[config.mk]
export PLATFORM = sky130hd
export DESIGN_NAME = sco_top
export DESIGN_NICKNAME = d
export VERILOG_FILES = /design/src/sco_pkg.sv /design/src/sco_start_latch.sv /design/src/sco_out_mux.sv /design/src/sco_top.sv
export SDC_FILE = /design/constraint.sdc
export NUM_CORES = 1
export LEC_CHECK = 0
export BUFFER_PORTS_ARGS = -buffer_cell sky130_fd_sc_hd__buf_2
export CAP_MARGIN = 0
export CORE_MARGIN = 4
export CORE_UTILIZATION = 59
export CTS_CLUSTER_DIAMETER = 150
export DETAILED_ROUTE_END_ITERATION = 12
export GPL_TIMING_DRIVEN = 0
export PLACE_DENSITY = 0.89
export SKIP_CTS_REPAIR_TIMING = 1
export SYNTH_ARGS = -nofsm -noshare
export SYNTH_HDL_FRONTEND = slang
export SYNTH_HIERARCHICAL = 1
export SYNTH_SLANG_ARGS = --single-unit
export TNS_END_PERCENT = 1
[constraint.sdc]
create_clock -name SYS_CLK -period 3.05 [get_ports SYS_CLK]
set_input_delay 0.4575 -clock SYS_CLK [delete_from_list [all_inputs] [get_ports SYS_CLK]]
set_output_delay 0.4575 -clock SYS_CLK [all_outputs]
set_load 0.01 [all_outputs]
[src/sco_pkg.sv]
/*
  Constants, types and a range-check helper function for the start-command decoder and
  output-terminal selector. Assumes one 100 MHz clock and parameter values
  that are written through the block's own parameter write port.
*/
package sco_pkg;

  localparam int PW = 14;
  localparam int FW = 16;
  localparam int NTERM = 5;

  // Parameter numbers used as write addresses.
  localparam logic [7:0] ADDR_IN_SEL_BASE = 8'hb2;
  localparam logic [7:0] ADDR_IN_SEL_A = 8'hb2;
  localparam logic [7:0] ADDR_IN_SEL_B = 8'hb3;
  localparam logic [7:0] ADDR_IN_SEL_LAST = 8'hb6;
  localparam logic [7:0] ADDR_OC_SEL = 8'hbe;
  localparam logic [7:0] ADDR_RELAY_SEL = 8'hc0;
  localparam logic [7:0] ADDR_SECOND_OC_SEL = 8'hc5;
  localparam logic [7:0] ADDR_STOP_MODE = 8'hfa;

  // Stop-mode values.
  localparam logic [PW-1:0] STOP_SEP_LO = 14'h0000;
  localparam logic [PW-1:0] STOP_SEP_HI = 14'h0064;
  localparam logic [PW-1:0] STOP_COMB_LO = 14'h03e8;
  localparam logic [PW-1:0] STOP_COMB_HI = 14'h044c;
  localparam logic [PW-1:0] STOP_SEP_DECEL = 14'h270f;
  localparam logic [PW-1:0] STOP_COMB_DECEL = 14'h22b8;

  // Input function codes and reset values of the input selectors.
  localparam logic [PW-1:0] IN_FN_FWD = 14'h003c;
  localparam logic [PW-1:0] IN_FN_REV = 14'h003d;
  localparam logic [PW-1:0] IN_FN_JOG = 14'h0005;
  localparam logic [PW-1:0] IN_FN_CUT = 14'h0018;
  localparam logic [PW-1:0] IN_FN_HOLD = 14'h0019;
  localparam logic [PW-1:0] IN_FN_NONE = 14'h270f;
  localparam logic [PW-1:0] IN_SEL_RST [NTERM] = '{14'h003c, 14'h003d, 14'h0005, 14'h0018, 14'h270f};

  // Output function codes.
  localparam logic [PW-1:0] OUT_FN_RUN = 14'h0000;
  localparam logic [PW-1:0] OUT_FN_AT_SPEED = 14'h0001;
  localparam logic [PW-1:0] OUT_FN_OVERLOAD = 14'h0003;
  localparam logic [PW-1:0] OUT_FN_FREQ_DET = 14'h0004;
  localparam logic [PW-1:0] OUT_FN_BRAKE_PRE = 14'h0007;
  localparam logic [PW-1:0] OUT_FN_SAFE = 14'h0050;
  localparam logic [PW-1:0] OUT_FN_SAFE2 = 14'h0051;
  localparam logic [PW-1:0] OUT_FN_ALARM = 14'h0063;
  localparam logic [PW-1:0] OUT_SINK_OFS = 14'h0064;
  localparam logic [PW-1:0] OUT_SINK_END = 14'h00c8;
  localparam logic [PW-1:0] OC_SEL_RST = 14'h0000;
  localparam logic [PW-1:0] RELAY_SEL_RST = 14'h0063;
  localparam logic [PW-1:0] SECOND_OC_SEL_RST = 14'h0050;
  localparam logic [7:0] BRAKE_PRE_PCT = 8'h55;
  localparam logic [7:0] FULL_PCT = 8'h64;

  typedef struct packed {
    logic running;
    logic at_speed;
    logic overload;
    logic freq_detect;
    logic brake_prealarm;
    logic alarm;
    logic safe;
    logic safe_fault_free;
  } sco_status_t;

  typedef struct packed {
    logic run;
    logic rev;
    logic coast;
  } sco_cmd_t;

  function automatic logic sco_in_range(input logic [PW-1:0] v, input logic [PW-1:0] lo, input logic [PW-1:0] hi);
    sco_in_range = (v >= lo) && (v <= hi);
  endfunction : sco_in_range

endpackage : sco_pkg

[src/sco_start_latch.sv]
/*
  Start-command decoder with the three-wire self-holding latch.
  Assumes the start and stop-hold levels are already decoded from
  the terminals and synchronous to the clock.
*/
`timescale 1ns/1ps
`default_nettype none
module sco_start_latch
  import sco_pkg::*;
(
  // Clock and reset.
  input wire logic clk,
  input wire logic rst_n,
  // Decoded inputs.
  input wire logic fwd_start_in,
  input wire logic rev_start_in,
  input wire logic hold_active,
  input wire logic combined_mode,
  // Command.
  output logic run,
  output logic rev,
  output logic hold_stop
);
  logic fwd_q;
  logic rev_q;
  logic held_run;
  logic held_rev;
  logic fwd_fall;
  logic rev_fall;

  assign fwd_fall = fwd_q && !fwd_start_in;
  assign rev_fall = rev_q && !rev_start_in;

  always_ff @(posedge clk or negedge rst_n)
  begin
    if (!rst_n)
    begin
      fwd_q <= 1'b0;
      rev_q <= 1'b0;
    end
    else
    begin
      fwd_q <= fwd_start_in;
      rev_q <= rev_start_in;
    end
  end

  // The latch is only ever cleared by a stop-hold release or reset, so an output cut leaves it alone.
  always_ff @(posedge clk or negedge rst_n)
  begin
    if (!rst_n)
    begin
      held_run <= 1'b0;
      held_rev <= 1'b0;
    end
    else if (!hold_active)
    begin
      held_run <= 1'b0;
      held_rev <= 1'b0;
    end
    else if (combined_mode)
    begin
      if (fwd_fall)
      begin
        held_run <= 1'b1;
        held_rev <= rev_start_in;
      end
    end
    else if (fwd_fall)
    begin
      held_run <= 1'b1;
      held_rev <= 1'b0;
    end
    else if (rev_fall)
    begin
      held_run <= 1'b1;
      held_rev <= 1'b1;
    end
  end

  // A release of the hold while latched stops with deceleration, not coasting.
  // It is combinational so that it stands at the very edge where the run command drops.
  assign hold_stop = held_run && !hold_active;

  // Two-wire decode, or the latched command while the hold is on.
  always_comb
  begin
    if (hold_active)
    begin
      run = held_run;
      rev = held_rev;
    end
    else if (combined_mode)
    begin
      run = fwd_start_in;
      rev = rev_start_in;
    end
    else
    begin
      run = fwd_start_in ^ rev_start_in;
      rev = rev_start_in && !fwd_start_in;
    end
  end
endmodule : sco_start_latch
`default_nettype wire

[src/sco_out_mux.sv]
/*
  One output terminal: picks an internal status by function code and
  applies source or sink polarity. Assumes a registered status word.
*/
`timescale 1ns/1ps
`default_nettype none
module sco_out_mux
  import sco_pkg::*;
(
  input wire logic [PW-1:0] code,
  input wire sco_status_t status,
  output logic term
);
  logic sink;
  logic [PW-1:0] base;
  logic level;

  always_comb
  begin
    sink = sco_in_range(code, OUT_SINK_OFS, OUT_SINK_END - 14'h0001);
    base = sink ? code - OUT_SINK_OFS : code;
    case (base)
      OUT_FN_RUN: level = status.running;
      OUT_FN_AT_SPEED: level = status.at_speed;
      OUT_FN_OVERLOAD: level = status.overload;
      OUT_FN_FREQ_DET: level = status.freq_detect;
      OUT_FN_BRAKE_PRE: level = status.brake_prealarm;
      OUT_FN_SAFE: level = status.safe;
      OUT_FN_SAFE2: level = status.safe_fault_free;
      OUT_FN_ALARM: level = status.alarm;
      default: level = 1'b0;
    endcase
    // Codes of 200 and up hold the terminal inactive in either polarity; unsupported sink codes below 200 drive it high.
    term = sink ? !level : level;
    if (!sco_in_range(code, OUT_FN_RUN, OUT_SINK_END - 14'h0001))
      term = 1'b0;
  end
endmodule : sco_out_mux
`default_nettype wire

[src/sco_top.sv]
/*
  Start-command decoder and output-terminal selector of a motor drive.
  Assumes all inputs are synchronous to SYS_CLK and that parameters are
  written one at a time through the parameter write port.
*/
`timescale 1ns/1ps
`default_nettype none
module sco_top
  import sco_pkg::*;
(
  // Clock and reset.
  input wire logic SYS_CLK,
  input wire logic RSTN,
  // Input terminals, active high contacts.
  input wire logic [sco_pkg::NTERM-1:0] TERM_IN,
  input wire logic JOG_ENABLE,
  // Parameter write port.
  input wire logic PARAM_WR,
  input wire logic [7:0] PARAM_ADDR,
  input wire logic [sco_pkg::PW-1:0] PARAM_WDATA,
  input wire logic [15:0] EXT_PARAM_ACCESS,
  output logic PARAM_WR_ERR,
  // Drive status sources.
  input wire logic [sco_pkg::FW-1:0] OUT_FREQ,
  input wire logic [sco_pkg::FW-1:0] SET_FREQ,
  input wire logic [sco_pkg::FW-1:0] START_FREQ_PARAM,
  input wire logic [sco_pkg::FW-1:0] FWD_DETECT_THRESHOLD,
  input wire logic [sco_pkg::FW-1:0] REV_DETECT_THRESHOLD,
  input wire logic [7:0] BRAKE_DUTY_PARAM,
  input wire logic [7:0] BRAKE_DUTY_USED,
  input wire logic STALL_ACTIVE,
  input wire logic ALARM_ACTIVE,
  input wire logic SAFETY_STOP_ACTIVE,
  input wire logic SAFETY_FAULT,
  // Drive command.
  output logic RUN_CMD,
  output logic REV_CMD,
  output logic OUTPUT_ENABLE,
  output logic COAST_STOP,
  // Output terminals.
  output logic OC_RUN_TERM,
  output logic RELAY_TERM,
  output logic SECOND_OC_TERM,
  // Parameter readback.
  output logic [sco_pkg::PW-1:0] STOP_MODE_VALUE,
  output logic HOLD_AVAILABLE
);
  logic [PW-1:0] in_sel [NTERM];
  logic [PW-1:0] oc_out_sel_param;
  logic [PW-1:0] relay_out_sel_param;
  logic [PW-1:0] second_oc_sel_param;
  logic [PW-1:0] stop_mode_param;
  logic fwd_start_in;
  logic rev_start_in;
  logic stop_hold_in;
  logic jog_in;
  logic output_cut_in;
  logic hold_active;
  logic hold_q;
  logic combined_mode;
  logic coast_mode;
  logic latch_run;
  logic latch_rev;
  logic hold_stop;
  logic sel_write;
  logic in_write;
  logic wr_ok;
  logic [2:0] in_idx;
  sco_status_t status;
  logic at_speed_out;
  logic freq_detect_out;
  logic brake_prealarm_out;
  logic next_oc;
  logic next_relay;
  logic next_second;

  // Parameter writes.

  always_comb
  begin
    in_idx = 3'(PARAM_ADDR - ADDR_IN_SEL_BASE);
    in_write = (PARAM_ADDR >= ADDR_IN_SEL_A) && (PARAM_ADDR <= ADDR_IN_SEL_LAST);
    sel_write = (PARAM_ADDR == ADDR_OC_SEL) || (PARAM_ADDR == ADDR_RELAY_SEL) ||
                (PARAM_ADDR == ADDR_SECOND_OC_SEL);
    wr_ok = 1'b1;
    if (EXT_PARAM_ACCESS != 16'h0000)
      wr_ok = 1'b0;
    else if (in_write && (PARAM_WDATA == IN_FN_FWD) && (PARAM_ADDR != ADDR_IN_SEL_A))
      wr_ok = 1'b0;
    else if (in_write && (PARAM_WDATA == IN_FN_REV) && (PARAM_ADDR != ADDR_IN_SEL_B))
      wr_ok = 1'b0;
    else if (!in_write && !sel_write && (PARAM_ADDR != ADDR_STOP_MODE))
      wr_ok = 1'b0;
  end

  always_ff @(posedge SYS_CLK or negedge RSTN)
  begin
    if (!RSTN)
      PARAM_WR_ERR <= 1'b0;
    else
      PARAM_WR_ERR <= PARAM_WR && !wr_ok;
  end

  always_ff @(posedge SYS_CLK or negedge RSTN)
  begin
    if (!RSTN)
    begin
      for (int i = 0; i < NTERM; i++)
        in_sel[i] <= IN_SEL_RST[i];
    end
    else if (PARAM_WR && wr_ok && in_write)
      in_sel[in_idx] <= PARAM_WDATA;
  end

  always_ff @(posedge SYS_CLK or negedge RSTN)
  begin
    if (!RSTN)
      oc_out_sel_param <= OC_SEL_RST;
    else if (PARAM_WR && wr_ok && (PARAM_ADDR == ADDR_OC_SEL))
      oc_out_sel_param <= PARAM_WDATA;
  end

  always_ff @(posedge SYS_CLK or negedge RSTN)
  begin
    if (!RSTN)
      relay_out_sel_param <= RELAY_SEL_RST;
    else if (PARAM_WR && wr_ok && (PARAM_ADDR == ADDR_RELAY_SEL))
      relay_out_sel_param <= PARAM_WDATA;
  end

  always_ff @(posedge SYS_CLK or negedge RSTN)
  begin
    if (!RSTN)
      second_oc_sel_param <= SECOND_OC_SEL_RST;
    else if (PARAM_WR && wr_ok && (PARAM_ADDR == ADDR_SECOND_OC_SEL))
      second_oc_sel_param <= PARAM_WDATA;
  end

  always_ff @(posedge SYS_CLK or negedge RSTN)
  begin
    if (!RSTN)
      stop_mode_param <= STOP_SEP_DECEL;
    else if (PARAM_WR && wr_ok && (PARAM_ADDR == ADDR_STOP_MODE))
      stop_mode_param <= PARAM_WDATA;
  end

  assign STOP_MODE_VALUE = stop_mode_param;

  // Terminal decode.

  always_comb
  begin
    fwd_start_in = TERM_IN[0] && (in_sel[0] == IN_FN_FWD);
    rev_start_in = TERM_IN[1] && (in_sel[1] == IN_FN_REV);
    stop_hold_in = 1'b0;
    jog_in = 1'b0;
    output_cut_in = 1'b0;
    HOLD_AVAILABLE = 1'b0;
    for (int i = 0; i < NTERM; i++)
    begin
      if (in_sel[i] == IN_FN_HOLD)
      begin
        HOLD_AVAILABLE = 1'b1;
        stop_hold_in = stop_hold_in | TERM_IN[i];
      end
      if (in_sel[i] == IN_FN_JOG)
        jog_in = jog_in | TERM_IN[i];
      if (in_sel[i] == IN_FN_CUT)
        output_cut_in = output_cut_in | TERM_IN[i];
    end
    hold_active = (jog_in && JOG_ENABLE) ? hold_q : stop_hold_in;
    combined_mode = sco_in_range(stop_mode_param, STOP_COMB_LO, STOP_COMB_HI) ||
                    (stop_mode_param == STOP_COMB_DECEL);
    coast_mode = sco_in_range(stop_mode_param, STOP_SEP_LO, STOP_SEP_HI) ||
                 sco_in_range(stop_mode_param, STOP_COMB_LO, STOP_COMB_HI);
  end

  // While jogging the hold keeps its last state, so jogging neither arms nor drops self-holding.
  always_ff @(posedge SYS_CLK or negedge RSTN)
  begin
    if (!RSTN)
      hold_q <= 1'b0;
    else
      hold_q <= hold_active;
  end

  sco_start_latch u_latch (
    .clk(SYS_CLK),
    .rst_n(RSTN),
    .fwd_start_in(fwd_start_in),
    .rev_start_in(rev_start_in),
    .hold_active(hold_active),
    .combined_mode(combined_mode),
    .run(latch_run),
    .rev(latch_rev),
    .hold_stop(hold_stop)
  );

  // Drive command. The cut gates the output but leaves the decoded command intact.
  always_ff @(posedge SYS_CLK or negedge RSTN)
  begin
    if (!RSTN)
    begin
      RUN_CMD <= 1'b0;
      REV_CMD <= 1'b0;
      OUTPUT_ENABLE <= 1'b0;
    end
    else
    begin
      RUN_CMD <= latch_run;
      if (latch_run)
        REV_CMD <= latch_rev;
      OUTPUT_ENABLE <= latch_run && !output_cut_in;
    end
  end

  // Coasting follows a start removal in coast modes, or any output cut; a hold release decelerates.
  always_ff @(posedge SYS_CLK or negedge RSTN)
  begin
    if (!RSTN)
      COAST_STOP <= 1'b0;
    else if (output_cut_in)
      COAST_STOP <= 1'b1;
    else if (latch_run)
      COAST_STOP <= 1'b0;
    else if (RUN_CMD)
      COAST_STOP <= coast_mode && !hold_stop;
  end

  // Status conditions, registered so each terminal sees a stable word.

  always_comb
  begin
    at_speed_out = OUTPUT_ENABLE && (OUT_FREQ >= SET_FREQ);
    if (REV_CMD)
      freq_detect_out = OUT_FREQ >= REV_DETECT_THRESHOLD;
    else
      freq_detect_out = OUT_FREQ >= FWD_DETECT_THRESHOLD;
    // Both sides scaled to percent of a percent so no division is needed.
    brake_prealarm_out = (16'(BRAKE_DUTY_USED) * 16'(FULL_PCT)) >=
                         (16'(BRAKE_DUTY_PARAM) * 16'(BRAKE_PRE_PCT));
  end

  always_ff @(posedge SYS_CLK or negedge RSTN)
  begin
    if (!RSTN)
      status <= '0;
    else
    begin
      status.running <= OUTPUT_ENABLE && (OUT_FREQ >= START_FREQ_PARAM);
      status.at_speed <= at_speed_out;
      status.overload <= STALL_ACTIVE;
      status.freq_detect <= freq_detect_out;
      status.brake_prealarm <= brake_prealarm_out && (BRAKE_DUTY_PARAM != 8'h00);
      status.alarm <= ALARM_ACTIVE;
      status.safe <= SAFETY_STOP_ACTIVE;
      status.safe_fault_free <= !SAFETY_FAULT;
    end
  end

  // Output terminals.

  sco_out_mux u_oc (
    .code(oc_out_sel_param),
    .status(status),
    .term(next_oc)
  );

  sco_out_mux u_relay (
    .code(relay_out_sel_param),
    .status(status),
    .term(next_relay)
  );

  sco_out_mux u_second (
    .code(second_oc_sel_param),
    .status(status),
    .term(next_second)
  );

  always_ff @(posedge SYS_CLK or negedge RSTN)
  begin
    if (!RSTN)
      OC_RUN_TERM <= 1'b0;
    else
      OC_RUN_TERM <= next_oc;
  end

  always_ff @(posedge SYS_CLK or negedge RSTN)
  begin
    if (!RSTN)
      RELAY_TERM <= 1'b0;
    else
      RELAY_TERM <= next_relay;
  end

  always_ff @(posedge SYS_CLK or negedge RSTN)
  begin
    if (!RSTN)
      SECOND_OC_TERM <= 1'b0;
    else
      SECOND_OC_TERM <= next_second;
  end

endmodule : sco_top
`default_nettype wire

* Yosys cells after proc, flatten, opt, wreduce, memory -nomap -nowiden *
Cells that the tools add are included.

storage, ports and cells
  register bits after elaboration = 147
  input bits = 147
  word-level logic and storage cells = 237

cells by class
  add/sub/neg operators = 4
  multiply operators = 2
  magnitude comparators = 22
  equal/unequal tests = 50
  multiplexer cells = 57
  bitwise gates (word level) = 14
  reductions and logical operators = 58

operator list
  operator                                                             count
  equality test 14 x 3 -> 1 bit (second input constant)                11
  equality test 14 x 5 -> 1 bit (second input constant)                10
  equality test 14 x 7 -> 1 bit (second input constant)                9
  bitwise mux 70 bit                                                   1
  greater-or-equal comparator 16 bit                                   4
  equality test 14 x 6 -> 1 bit (second input constant)                4
  greater-or-equal comparator 14 x 1 -> 1 bit (second input constant)  4
  2-to-1 mux 14 bit                                                    4
  2-to-1 mux 1 bit                                                     48
  demux 14 bit (select 3 bit)                                          1
  equality test 14 x 1 -> 1 bit (second input constant)                3
  equality test 14 x 2 -> 1 bit (second input constant)                3
  greater-or-equal comparator 14 x 7 -> 1 bit (second input constant)  3
  less-or-equal comparator 14 x 8 -> 1 bit (second input constant)     3
  logical NOT 14 bit                                                   3
  subtractor 14 x 7 -> 14 bit (second input constant)                  3
  logical AND 1 bit                                                    35
  equality test 8 bit (second input constant)                          4
  inequality test 8 bit (second input constant)                        3
  one-hot mux 1 bit (8 select lines)                                   3
  nonzero test 16 bit                                                  1
  greater-or-equal comparator 15 bit                                   1
  multiplier 8 x 7 -> 15 bit (second input constant)                   1
  equality test 14 bit (second input constant)                         1
  other kinds (19)                                                     44

* Depth between registers and ports, before layout *
Gate-level depths: netlist of the first run.

  word-level depth = 19
  depth in mapped cells = 17
  gate-level depth less buffers = 17

* Hierarchy *
Netlist of the first run, hierarchy kept.

by module, submodules not included
  module           instances  cells an instance  area an instance (sq um)  sequential area each (sq um)
  sco_top          1          860                9441.6                    3622.2
  sco_out_mux      3          80                 589.3                     0.0
  sco_start_latch  1          19                 207.7                     100.1

* Worst setup path after synthesis of the first run *
No wires, ideal clock.

  kind = in2reg
  from = input port BRAKE_DUTY_PARAM[1]
  to = register, netlist name status[3]
  arrival = 4218 ps
  data required time = 2963 ps
  path slack = -1256 ps
  stages = 16
  cells stage by stage = ha_1 > fa_1 > ha_1 > inv_1 > fa_1 > inv_1 > ha_1 > o21ai_0 > a21oi_1 > o41ai_1 > nand4b_1 > o211a_1 > ha_1 > nand4_1 > a211o_1 > a22oi_1

on the way
  longest elaborated chain between the ends = 3
  elaborated cells between the ends (all ways) = 4
  classes of those cells = mul (1); order compare (1); reduce/logical (2)

ends and longest elaborated chain
  item                                line            text
  from (decl)                         sco_top.sv:29   input wire logic [7:0] BRAKE_DUTY_PARAM,
  multiplier 8 x 7 -> 15 bit          sco_top.sv:241  (16'(BRAKE_DUTY_PARAM) * 16'(BRAKE_PRE_PCT));
  greater-or-equal comparator 15 bit  sco_top.sv:240  brake_prealarm_out = (16'(BRAKE_DUTY_USED) * 16'(FULL_PCT)) >=
  logical AND 1 bit *                 sco_top.sv:254  status.brake_prealarm <= brake_prealarm_out && (BRAKE_DUTY_PARAM != 8'h00);

Every way passes the cells marked *; elsewhere a longest branch is shown, timed or not.
A chain may end at the register's enable or synchronous reset.

* Worst setup path in the final report of the first run *
  from = input port BRAKE_DUTY_PARAM[3]
  to = register, netlist name status[3]

on the way
  longest elaborated chain between the ends = 3
  elaborated cells between the ends (all ways) = 4
  classes of those cells = mul (1); order compare (1); reduce/logical (2)

ends and longest elaborated chain
  item                                line
  multiplier 8 x 7 -> 15 bit          sco_top.sv:241
  greater-or-equal comparator 15 bit  sco_top.sv:240
  logical AND 1 bit *                 sco_top.sv:254

Marked as above.

==> summary.txt, run 1 <==
Status
  – Status: finished, violations left
  – Failing checks: negative hold slack, negative setup slack

STA
  – Clock Skew: 12.4 ps
  – Setup TNS: -741 ps
  – Slack of the critical path: -741 ps
  – Max-slew violations: 0
  – Max transition margin: a little under a third
  – Hold WS: -24.5 ps
  – Unrepaired setup endpoints after global routing: yes
  – Final setup fails: 1
  – Fin crit share: 124%
  – Tmin final: roughly 3800 ps
  – Achievable Freq: roughly 260 MHz
  – Final Hold Viols: 30
  – Slew @ Worst Pin: ~1000 ps

Global route
  – Gr busiest metal: met2
  – Overflow after GRT: 0
  – Vias in the first global route: 9722
  – Met3 Usage GRT: under 10%
  – Largest net degree at the start of global routing: between 90 and 100
  – Initial antenna violation count: 0
  – Global-route wire length before repair: 47900 um
  – Tot GR Track Use: 27.1%
  – Grt met1 use: 33.3%
  – M2 GR Usage: roughly half

Floorplanning
  – Top-Level Pins: between 150 and 200
  – Die Span Y: 147 um
  – Row cnt: 50
  – Core box area: 18900 um^2
  – Die area: around 22000 um^2
  – Initial Utilization: 60.4%
  – Chip Width: 147 um

Critical path
  – Worst Setup End Kind: register
  – Worst Setup SP: BRAKE_DUTY_PARAM[3]
  – R2R Setup Slk: 30 ps
  – Worst path cell trace: buf_8, ha_4, fa_2, ha_4, inv_2, fa_1, inv_2, ha_4, o21ai_2, a21oi_2, o41ai_4, nand4b_1, o211a_1, ha_4, nand4_1, a211o_1, a22oi_2
  – Reg2reg start: in_sel[11]
  – Crit path largest cell delay: 520 ps
  – FF-to-FF path depth: 8
  – Critical path class: primary input to register
  – Slowest cell on crit path: fa_1
  – Worst setup endpoint: status[3]
  – Crit-path most repeated cell: ha_4
  – Req. time, crit path: 3390 ps
  – Worst reg2reg endpoint: REV_CMD
  – Worst Path Max Fanout: 4
  – CP startpoint kind: primary input
  – Arrival time worst endpoint: 4130 ps

Yosys
  – Syn Area/Cell: 10.2 um^2
  – Post-synth top area share: between 20% and 30%
  – Synth top area cells: dfrtp_1 25%, ha_1 16%, mux2_2 11%
  – Synth area leader: dfrtp_1
  – Synth Flop Type: dfrtp_1
  – Post-synthesis sequential area ratio: between 30% and 40%
  – Post-Syn Instances: between 1000 and 1500
  – Netlist Area Pre-Place: between 10000 and 15000 um^2
  – EDFF count, synth: 0
  – Number of synthesis warnings: 6
  – Post-synth cell types: 80
  – Post-Syn Nets: between 1000 and 1500
  – FF+latch count, synth: roughly 150
  – Async SR Flop Fraction: 100%

Detailed routing
  – Drt total wl: 30900 um
  – Pre-antenna DRT Iters: 7
  – Routed WL per cell: between 15 and 20 um
  – Initial DRC Count: 594
  – Vias/cell: between 6 and 7
  – Vias after detailed routing: 9620
  – Antenna-violating nets left: 0
  – # DRC: 0

Placed design
  – IO Port Bufs: roughly 160
  – Placer Congestion: approximately 0.93
  – Detailed Place HPWL: 21900 um
  – Post-Place Setup Slack: -1390 ps

Power
  – Total Power: 5.61 mW
  – IR drop worst, VDD: roughly 0.00035 V
  – Leakage: 6.62 nW
  – Cell Pwr Density: 417 nW/um^2

Clocking
  – Max clock buf depth: 2
  – Worst-path clk slew: 60 ps
  – Root Driver: clkbuf_16
  – H-tree levels: 4
  – CTS Sinks: 147
  – CTS buffer count: 17
  – Clk_lat worst skew: 430 ps
  – CTS tree: done

Finish
  – P&R area growth vs syn: 17.8%
  – Nets: 1604
  – Register area: between 3000 and 4000 um^2
  – Fill cells: 1297
  – Area of the multi-input gates: 7220 um^2
  – Layout cells sized above 1: between 30% and 40%

Hold path
  – Hold Crit Class: primary input to async pin

Flow run
  – Max-cap check violation count: 0
[cells in the mapped netlist (12+ instances only)]
| cell | n |
|---|---|
| ha_1 | 144 |
| o21ai_0 | 25 |
| nor3_1 | 21 |
| nand3_1 | 25 |
| nand2b_1 | 12 |
| dfstp_2 | 35 |
| dfrtp_1 | 112 |
| nor4_1 | 32 |
| nor2b_1 | 16 |
| nand2_1 | 65 |
| buf_2 | 12 |
| a211oi_1 | 14 |
| nor2_1 | 50 |
| xor2_1 | 13 |
| a21oi_1 | 40 |
| inv_1 | 120 |
| mux2_2 | 115 |
[placed cells by master (no fill, tap or decap), types with 10 or more instances in the layout]
master,count
buf_2,166
ha_1,132
inv_1,118
mux2_2,115
dfrtp_1,110
nand2_1,65
nor2_1,50
a21oi_1,36
dfstp_2,35
nor4_1,32
nand3_1,24
o21ai_0,24
nor3_1,19
clkbuf_16,17
nor2b_1,16
xor2_1,13
a211oi_1,13
nand2b_1,12
nand4_1,11
a21o_1,11
buf_4,11
ha_4,11
or4_1,10
mux2_4,10
fa_1,10
[report_power, final]
group          switching, mW  leakage, nW  internal (mW)
combinational          0.790         4.43          0.681
sequential            0.0210         1.91           1.97
clock                  0.850        0.290           1.31
[cell type report]
type,count,area share (%)
Timing Repair Buffer,164,6.58
Tap cell,260,2.42
Antenna cell,1,0.0186
Inverter,120,3.35
Clock buffer,19,3.29
Buffer,40,1.82
Clock inverter,13,1.18
Sequential cell,147,27.7
Multi-Input combinational cell,812,53.7
[metal layers]
layer	vias to the layer above	routed length, um	part of all wire [%]
met5	-	0	0
met4	0	772	2.5
met3	77	1830	5.9
met2	405	16000	52
met1	4674	12300	40
li1	4464	-	-
[logic make-up (layout without fill, tap and decap cells)]
| group | count (synthesis) | count (layout) | synth area share, % |
|---|---|---|---|
| AO/OA/AOI/OAI | 194 | 194 | 13.5 |
| XOR/XNOR | 22 | 22 | 1.69 |
| adder cells (fa/ha/maj) | 155 | 155 | 17.7 |
| buffers and inverters | 160 | 356 | 6.09 |
| flip-flops | 147 | 147 | 32.6 |
| multiplexers | 137 | 137 | 13.8 |
| other | 0 | 1 | 0 |
| AND/OR/NAND/NOR | 304 | 304 | 14.6 |
[critical path: cells and delay by family]
family / cells / cell delay [ps]
adders and majority gates: 6 / 2060
AOI/OAI and AO/OA: 6 / 1170
and+or+nand+nor: 2 / 240
buffers and inverters: 3 / 190
[sequential cells by signal, summed over array words and instances (netlist names)]
register / flops
in_sel: 70
STOP_MODE_VALUE: 14
oc_out_sel_param: 14
relay_out_sel_param: 14
second_oc_sel_param: 14
status: 8
COAST_STOP: 1
OC_RUN_TERM: 1
OUTPUT_ENABLE: 1
PARAM_WR_ERR: 1
RELAY_TERM: 1
REV_CMD: 1
RUN_CMD: 1
SECOND_OC_TERM: 1
hold_q: 1
u_latch/fwd_q: 1
u_latch/held_rev: 1
u_latch/held_run: 1
u_latch/rev_q: 1
[how the worst min path moves through the flow]
stage,startpoint,end,slack (ps),depth (start not counted)
5_1_grt,RSTN,RELAY_TERM,20,1
4_1_cts,RSTN,RELAY_TERM,-7,1
3_3_place_gp,in_sel[43],in_sel[43],470,1
6_report,RSTN,RELAY_TERM,-20,1
3_5_place_dp,RSTN,SECOND_OC_TERM,440,1
2_1_floorplan,RSTN,COAST_STOP,160,0
[metrics by stage]
stage                     utilization [%]  cell area [um^2]  cells  hold WS (ps)
final                                71.2             13500   1576         -24.5
after global routing                 71.2             13400   1575          16.7
after CTS                            70.0             13200   1569         -7.11
after detailed placement             66.8             12600   1537           438
after global placement               66.6             12600   1536           473
after floorplan                         -             11500   1119           162
Note: power is estimated with default switching activity, not from simulation.
==> inputs of run 2 (changes only) <==
CTS_BUF_LIST = sky130_fd_sc_hd__clkbuf_8 sky130_fd_sc_hd__clkbuf_16   (was default)
==> run 2 against run 1 <==
- the run still ends with negative hold slack, negative setup slack left
- power hardly changed
- non-clock buffer count stayed put
- combinational power is essentially flat
- maximum frequency hardly changed
- setup slack got worse by 1.1 ps
- utilization unchanged
- cell area is the same
- first-iteration DRC count grew 1.0%
- global-route usage unchanged
- via count rose by 0.69%
- register-to-register slack better by 20 ps
- largest cell class unchanged
==> summary.txt, run 2 (same netlist as run 1, synthesis figures left out) <==
STA
  – Slew @ Worst Pin: 1040 ps (about the same)
  – Achievable Freq: 264 MHz (about the same)
  – Slack of the critical path: -743 ps (was -741 ps)
  – Max-slew violations: 0 (unchanged)
  – Clock Skew: 11.7 ps (was 12.4 ps)
  – Unrepaired setup endpoints after global routing: yes (unchanged)
  – Final setup fails: 1 (unchanged)
  – Setup TNS: -743 ps (was -741 ps)
  – Max transition margin: 30.1% (was 30.3%)
  – Final Hold Viols: 30 (unchanged)
  – Fin crit share: 124% (about the same)
  – Tmin final: 3790 ps (about the same)
  – Hold WS: -23.4 ps (was -24.5 ps)

Detailed routing
  – Pre-antenna DRT Iters: 7 (unchanged)
  – Initial DRC Count: 600 (was 594)
  – Drt total wl: 30900 um (about the same)
  – # DRC: 0 (unchanged)
  – Vias after detailed routing: 9686 (was 9620)
  – Routed WL per cell: 19.6 um (about the same)
  – Antenna-violating nets left: 0 (unchanged)
  – Vias/cell: 6.15 (was 6.10)

Global route
  – Vias in the first global route: 9722 (unchanged)
  – Global-route wire length before repair: 47900 um (unchanged)
  – Tot GR Track Use: 27.1% (unchanged)
  – Largest net degree at the start of global routing: 97 (unchanged)
  – Initial antenna violation count: 0 (unchanged)
  – Overflow after GRT: 0 (unchanged)

Critical path
  – FF-to-FF path depth: 9 (was 8)
  – Crit-path most repeated cell: ha_4 (unchanged)
  – Worst path cell trace: buf_8, ha_4, fa_2, ha_4, inv_2, fa_1, inv_2, ha_4, o21ai_2, a21oi_2, o41ai_4, nand4b_1, o211a_1, ha_4, nand4_1, a211o_1, a22oi_2 (unchanged)
  – Req. time, crit path: 3390 ps (about the same)
  – Crit path largest cell delay: 520 ps (about the same)
  – Worst reg2reg endpoint: REV_CMD (unchanged)
  – CP startpoint kind: primary input (unchanged)
  – Arrival time worst endpoint: 4130 ps (about the same)
  – Reg2reg start: in_sel[62] (was in_sel[11])
  – Slowest cell on crit path: fa_1 (unchanged)
  – Worst Path Max Fanout: 4 (unchanged)
  – CP bufs+invs: 3 (unchanged)
  – R2R Setup Slk: 50 ps (was 30 ps)
  – Cell family with most CP delay: adder cells (unchanged)
  – Critical path class: primary input to register (unchanged)
  – Worst Setup End Kind: register (unchanged)

Finish
  – P&R area growth vs syn: 17.8% (unchanged)
  – Nets: 1604 (unchanged)
  – Post-route design area: 13500 um^2 (unchanged)
  – Leading cell types in the layout, fill and taps excluded: 166 x buf_2, 132 x ha_1, 119 x inv_1 (was 166 x buf_2, 132 x ha_1, 118 x inv_1)
  – Fill cells: 1297 (unchanged)
  – Number of flip-flops in the largest register: 70 (unchanged)
  – Final Non-Filler Cells: 1576 (unchanged)
  – Most common cell after layout, fill and taps aside: buf_2 (unchanged)
  – Layout cells sized above 1: 33.8% (unchanged)
  – Largest reg by FF count: in_sel (unchanged)

Power
  – NetSw: 1.66 mW (about the same)
  – Leakage: 6.63 nW (was 6.62 nW)
  – Clk network pwr share: 38.4% (about the same)
  – Total Power: 5.61 mW (about the same)
  – Switching portion of total power: 29.6% (about the same)
  – Seq pwr share: 35.4% (about the same)
  – Combinational power share: 26.2% (about the same)
  – Cell Pwr Density: 417 nW/um^2 (about the same)
  – Internal: 3.95 mW (about the same)
  – IR drop worst, VDD: 0.000349 V (was 0.000351 V)

Hold path
  – Hold Crit Class: primary input to async pin (unchanged)

Status
  – Status: finished, violations left (unchanged)
  – Failing checks: negative hold slack, negative setup slack (unchanged)

Floorplanning
  – Core box area: 18900 um^2 (unchanged)
  – Row cnt: 50 (unchanged)
  – Die Span Y: 147 um (unchanged)
  – Top-Level Pins: 170 (unchanged)
  – Die area: 21600 um^2 (unchanged)
  – Chip Width: 147 um (unchanged)
  – Initial Utilization: 60.4% (unchanged)

Clocking
  – CTS tree: done (unchanged)
  – Clk_lat worst skew: 430 ps (about the same)
  – CTS Sinks: 147 (unchanged)
  – CTS buffer count: 17 (unchanged)
  – H-tree levels: 4 (unchanged)
  – Root Driver: clkbuf_16 (unchanged)
  – Max clock buf depth: 2 (unchanged)
  – Worst-path clk slew: 60 ps (about the same)

Placed design
  – IO Port Bufs: 157 (unchanged)
  – Placer Congestion: 0.931 (unchanged)
  – Detailed Place HPWL: 21900 um (unchanged)
  – Placed insts: 1537 (unchanged)
  – Area of placed instances: 12600 um^2 (unchanged)

Flow run
  – Max-cap check violation count: 0 (unchanged)
==> run 2: changes by cell type in the layout (fill, tap and decap cells not counted), sizes merged <==
cell	delta
inv	+1
clkbuf	-1
==> run 2: worst reg2reg max path: cells and delay by family, from the launching register on <==
kind	cells	cell delay (ps)
buf+inv	1	100
fa+ha+maj	1	290
compound gates	1	190
flops	1	420
mux	2	630
simple gates	4	1240
==> run 2: cell type report <==
type                       instances  area [um^2]  area share, %
antenna                            1         2.50         0.0186
buffer                            40          245           1.82
clock buffer                      18          439           3.26
clock inverter                    14          163           1.21
inverter                         120          450           3.35
multi-input combinational        812         7220           53.7
sequential                       147         3720           27.7
tap                              260          325           2.42
timing repair buffer             164          885           6.58
==> run 2: power by group through the flow <==
stage,clock [mW],combinational [mW],sequential [mW]
6_report,2.15,1.47,1.99
5_1_grt,2.24,1.67,1.99
4_1_cts,2.14,1.31,1.99
3_5_place_dp,0,1.30,2.02
3_3_place_gp,0,1.22,2.02
2_1_floorplan,0,0.892,2.01
==> run 2: worst max path at each step <==
stage | start | end | depth (start not counted)
after floorplan | BRAKE_DUTY_PARAM[1] | status[3] | 16
after global placement | BRAKE_DUTY_PARAM[0] | status[3] | 18
after detailed placement | BRAKE_DUTY_PARAM[1] | status[3] | 17
after CTS | BRAKE_DUTY_PARAM[1] | status[3] | 17
after global routing | BRAKE_DUTY_PARAM[5] | status[3] | 17
final | BRAKE_DUTY_PARAM[3] | status[3] | 17
==> run 2: metal layers <==
metal	wire length, um	share of wire, %	global-route usage [%]	vias to the layer above
met4	863	2.8	9.41	0
met1	12200	40	33.3	4698
met5	0	0	0	-
met2	15800	51	48.5	431
met3	1980	6.4	4.47	94
li1	-	-	-	4463
==> run 2: metrics by stage <==
stage,setup WS [ps],utilization (%)
after global routing,-874,71.2
after detailed placement,-1390,66.8
after global placement,-1300,66.6
final,-743,71.2
after floorplan,-844,-
after CTS,-948,70.0
==> inputs of run 3 (changes only) <==
MAX_ROUTING_LAYER = met4   (was default)
PLACE_DENSITY = 0.81   (was 0.89)
==> run 3 against run 2 <==
- the run ends with negative setup slack left
- utilization up 0.30 points
- die area unchanged
- final cell count about the same
- maximum frequency down 0.77%
- wire length down 4.6%
- power up 2.8%
- setup slack worse by 29 ps
- sequential share of layout area fell by 0.12 points
- count of clock-buffer cells in the layout is 1 lower
- critical path type unchanged
- critical endpoint unchanged
- largest power group unchanged
==> summary.txt, run 3 (same netlist as run 1, synthesis figures left out) <==
Finish
  – Leading cell types in the layout, fill and taps excluded: 166 x buf_2, 133 x ha_1, 118 x inv_1 (was 166 x buf_2, 132 x ha_1, 119 x inv_1)
  – Largest reg by FF count: in_sel (unchanged)
  – Nets: 1604 (unchanged)
  – Fill cells: 1374 (was 1297)
  – Post-route design area: 13500 um^2 (about the same)
  – Number of flip-flops in the largest register: 70 (unchanged)
  – Most common cell after layout, fill and taps aside: buf_2 (unchanged)
  – # diodes: 0 (was 1)
  – Fin util: 71.5% (was 71.2%)
  – Layout cells sized above 1: 33.8% (unchanged)
  – P&R area growth vs syn: 18.3% (was 17.8%)

Clocking
  – CTS Sinks: 147 (unchanged)
  – Max clock buf depth: 2 (unchanged)
  – H-tree levels: 4 (unchanged)
  – CTS buffer count: 17 (unchanged)
  – Root Driver: clkbuf_16 (unchanged)
  – CTS tree: done (unchanged)
  – Clk_lat worst skew: 440 ps (was 430 ps)
  – Worst-path clk slew: 60 ps (about the same)

Detailed routing
  – Vias after detailed routing: 9493 (was 9686)
  – Pre-antenna DRT Iters: 5 (was 7)
  – Routed WL per cell: 18.7 um (was 19.6 um)
  – Vias/cell: 6.03 (was 6.15)
  – Initial DRC Count: 454 (was 600)
  – # DRC: 0 (unchanged)
  – Drt total wl: 29500 um (was 30900 um)
  – Antenna-violating nets left: 0 (unchanged)

Global route
  – Grt met1 use: 33.3% (about the same)
  – Vias in the first global route: 9330 (was 9722)
  – Gr busiest metal: met2 (unchanged)
  – Met3 Usage GRT: 5.37% (was 4.47%)
  – Largest net degree at the start of global routing: 86 (was 97)
  – Tot GR Track Use: 26.9% (was 27.1%)
  – Overflow after GRT: 0 (unchanged)
  – Global-route wire length before repair: 46100 um (was 47900 um)
  – Initial antenna violation count: 0 (unchanged)
  – M2 GR Usage: 45.2% (was 48.5%)

Floorplanning
  – Chip Width: 147 um (unchanged)
  – Die Span Y: 147 um (unchanged)
  – Initial Utilization: 60.4% (unchanged)
  – Die area: 21600 um^2 (unchanged)
  – Core box area: 18900 um^2 (unchanged)
  – Top-Level Pins: 170 (unchanged)
  – Row cnt: 50 (unchanged)

Power
  – IR drop worst, VDD: 0.000315 V (was 0.000349 V)
  – NetSw: 1.67 mW (was 1.66 mW)
  – Internal: 4.10 mW (was 3.95 mW)
  – Seq pwr share: 34.4% (was 35.4%)
  – Switching portion of total power: 28.9% (was 29.6%)
  – Cell Pwr Density: 427 nW/um^2 (was 417 nW/um^2)
  – Clk network pwr share: 40.2% (was 38.4%)
  – Leakage: 6.64 nW (was 6.63 nW)
  – Total Power: 5.77 mW (was 5.61 mW)
  – Combinational power share: 25.4% (was 26.2%)

STA
  – Fin crit share: 125% (was 124%)
  – Final setup fails: 1 (unchanged)
  – Tmin final: 3820 ps (was 3790 ps)
  – Slack of the critical path: -772 ps (was -743 ps)
  – Slew @ Worst Pin: 933 ps (was 1040 ps)
  – Clock Skew: 10.3 ps (was 11.7 ps)
  – Max transition margin: 37.2% (was 30.1%)
  – Max-slew violations: 0 (unchanged)
  – Achievable Freq: 262 MHz (was 264 MHz)
  – Unrepaired setup endpoints after global routing: yes (unchanged)
  – Final Hold Viols: 0 (was 30)

Flow run
  – Max-cap check violation count: 0 (unchanged)

Critical path
  – Critical path class: primary input to register (unchanged)
  – Worst Path Max Fanout: 3 (was 4)
  – Req. time, crit path: 3390 ps (about the same)
  – R2R Setup Slk: 100 ps (was 50 ps)
  – Arrival time worst endpoint: 4160 ps (was 4130 ps)
  – Worst Setup End Kind: register (unchanged)
  – CP startpoint kind: primary input (unchanged)

Status
  – Failing checks: negative setup slack (was negative hold slack, negative setup slack)
  – Status: finished, violations left (unchanged)

Placed design
  – IO Port Bufs: 157 (unchanged)
  – Detailed Place HPWL: 21500 um (was 21900 um)
  – Placer Congestion: 0.973 (was 0.931)
  – Area of placed instances: 12600 um^2 (unchanged)
  – Post-Place Setup Slack: -1440 ps (was -1390 ps)

Hold path
  – Hold Crit Class: primary input to async pin (unchanged)
[run 3: power by group through the flow]
stage | Sequential, mW | Clock, mW | Combinational [mW]
floorplan | 2.01 | 0 | 0.892
global placement | 2.02 | 0 | 1.23
detailed placement | 2.01 | 0 | 1.29
CTS | 1.98 | 2.33 | 1.30
global route | 1.98 | 2.42 | 1.66
finish | 1.98 | 2.32 | 1.47
[run 3: final timing paths]
check,from,to,depth (start not counted)
max reg2reg,in_sel[25],REV_CMD,8
max in group asynchronous,RSTN,relay_out_sel_param[0],2
min,RSTN,in_sel[34],1
min reg2reg,in_sel[43],in_sel[43],1
min in group SYS_CLK,SAFETY_STOP_ACTIVE,status[1],1
max,BRAKE_DUTY_PARAM[1],status[3],17
[run 3: layout make-up]
type / count / area (um^2) / share of cell area [%]
repair buffers: 164 / 885 / 6.55
clock inverters: 15 / 231 / 1.71
well taps: 260 / 325 / 2.41
flip-flops and latches: 147 / 3720 / 27.6
multi-input cells: 812 / 7220 / 53.5
plain buffers: 40 / 245 / 1.82
inverters: 120 / 450 / 3.33
clock buffers: 17 / 425 / 3.15
[run 3: worst max-delay path, stage by stage]
cell      delay, ps
buf_8           100
ha_4            260
fa_2            460
ha_4            290
inv_2            40
fa_1            510
inv_2            50
ha_4            250
o21ai_2         120
a21oi_2          70
o41ai_4         410
nand4b_1        140
o211a_1         150
ha_1            280
nand4_1          80
a211o_1         320
a22oi_2         180
[run 3: routing by layer]
layer | vias up | share of wire, %
met1 | 4623 | 42
met5 | - | 0
met4 | 0 | 1.9
met2 | 352 | 49
met3 | 50 | 6.9
li1 | 4468 | -
[run 3: metrics by stage]
step / cells / setup TNS (ps) / hold WS, ps
after global routing: 1575 / -873 / 127
after floorplan: 1119 / -844 / 162
after CTS: 1569 / -1080 / 119
after detailed placement: 1537 / -1440 / 484
final: 1575 / -772 / 67.6
after global placement: 1536 / -57440 / 478
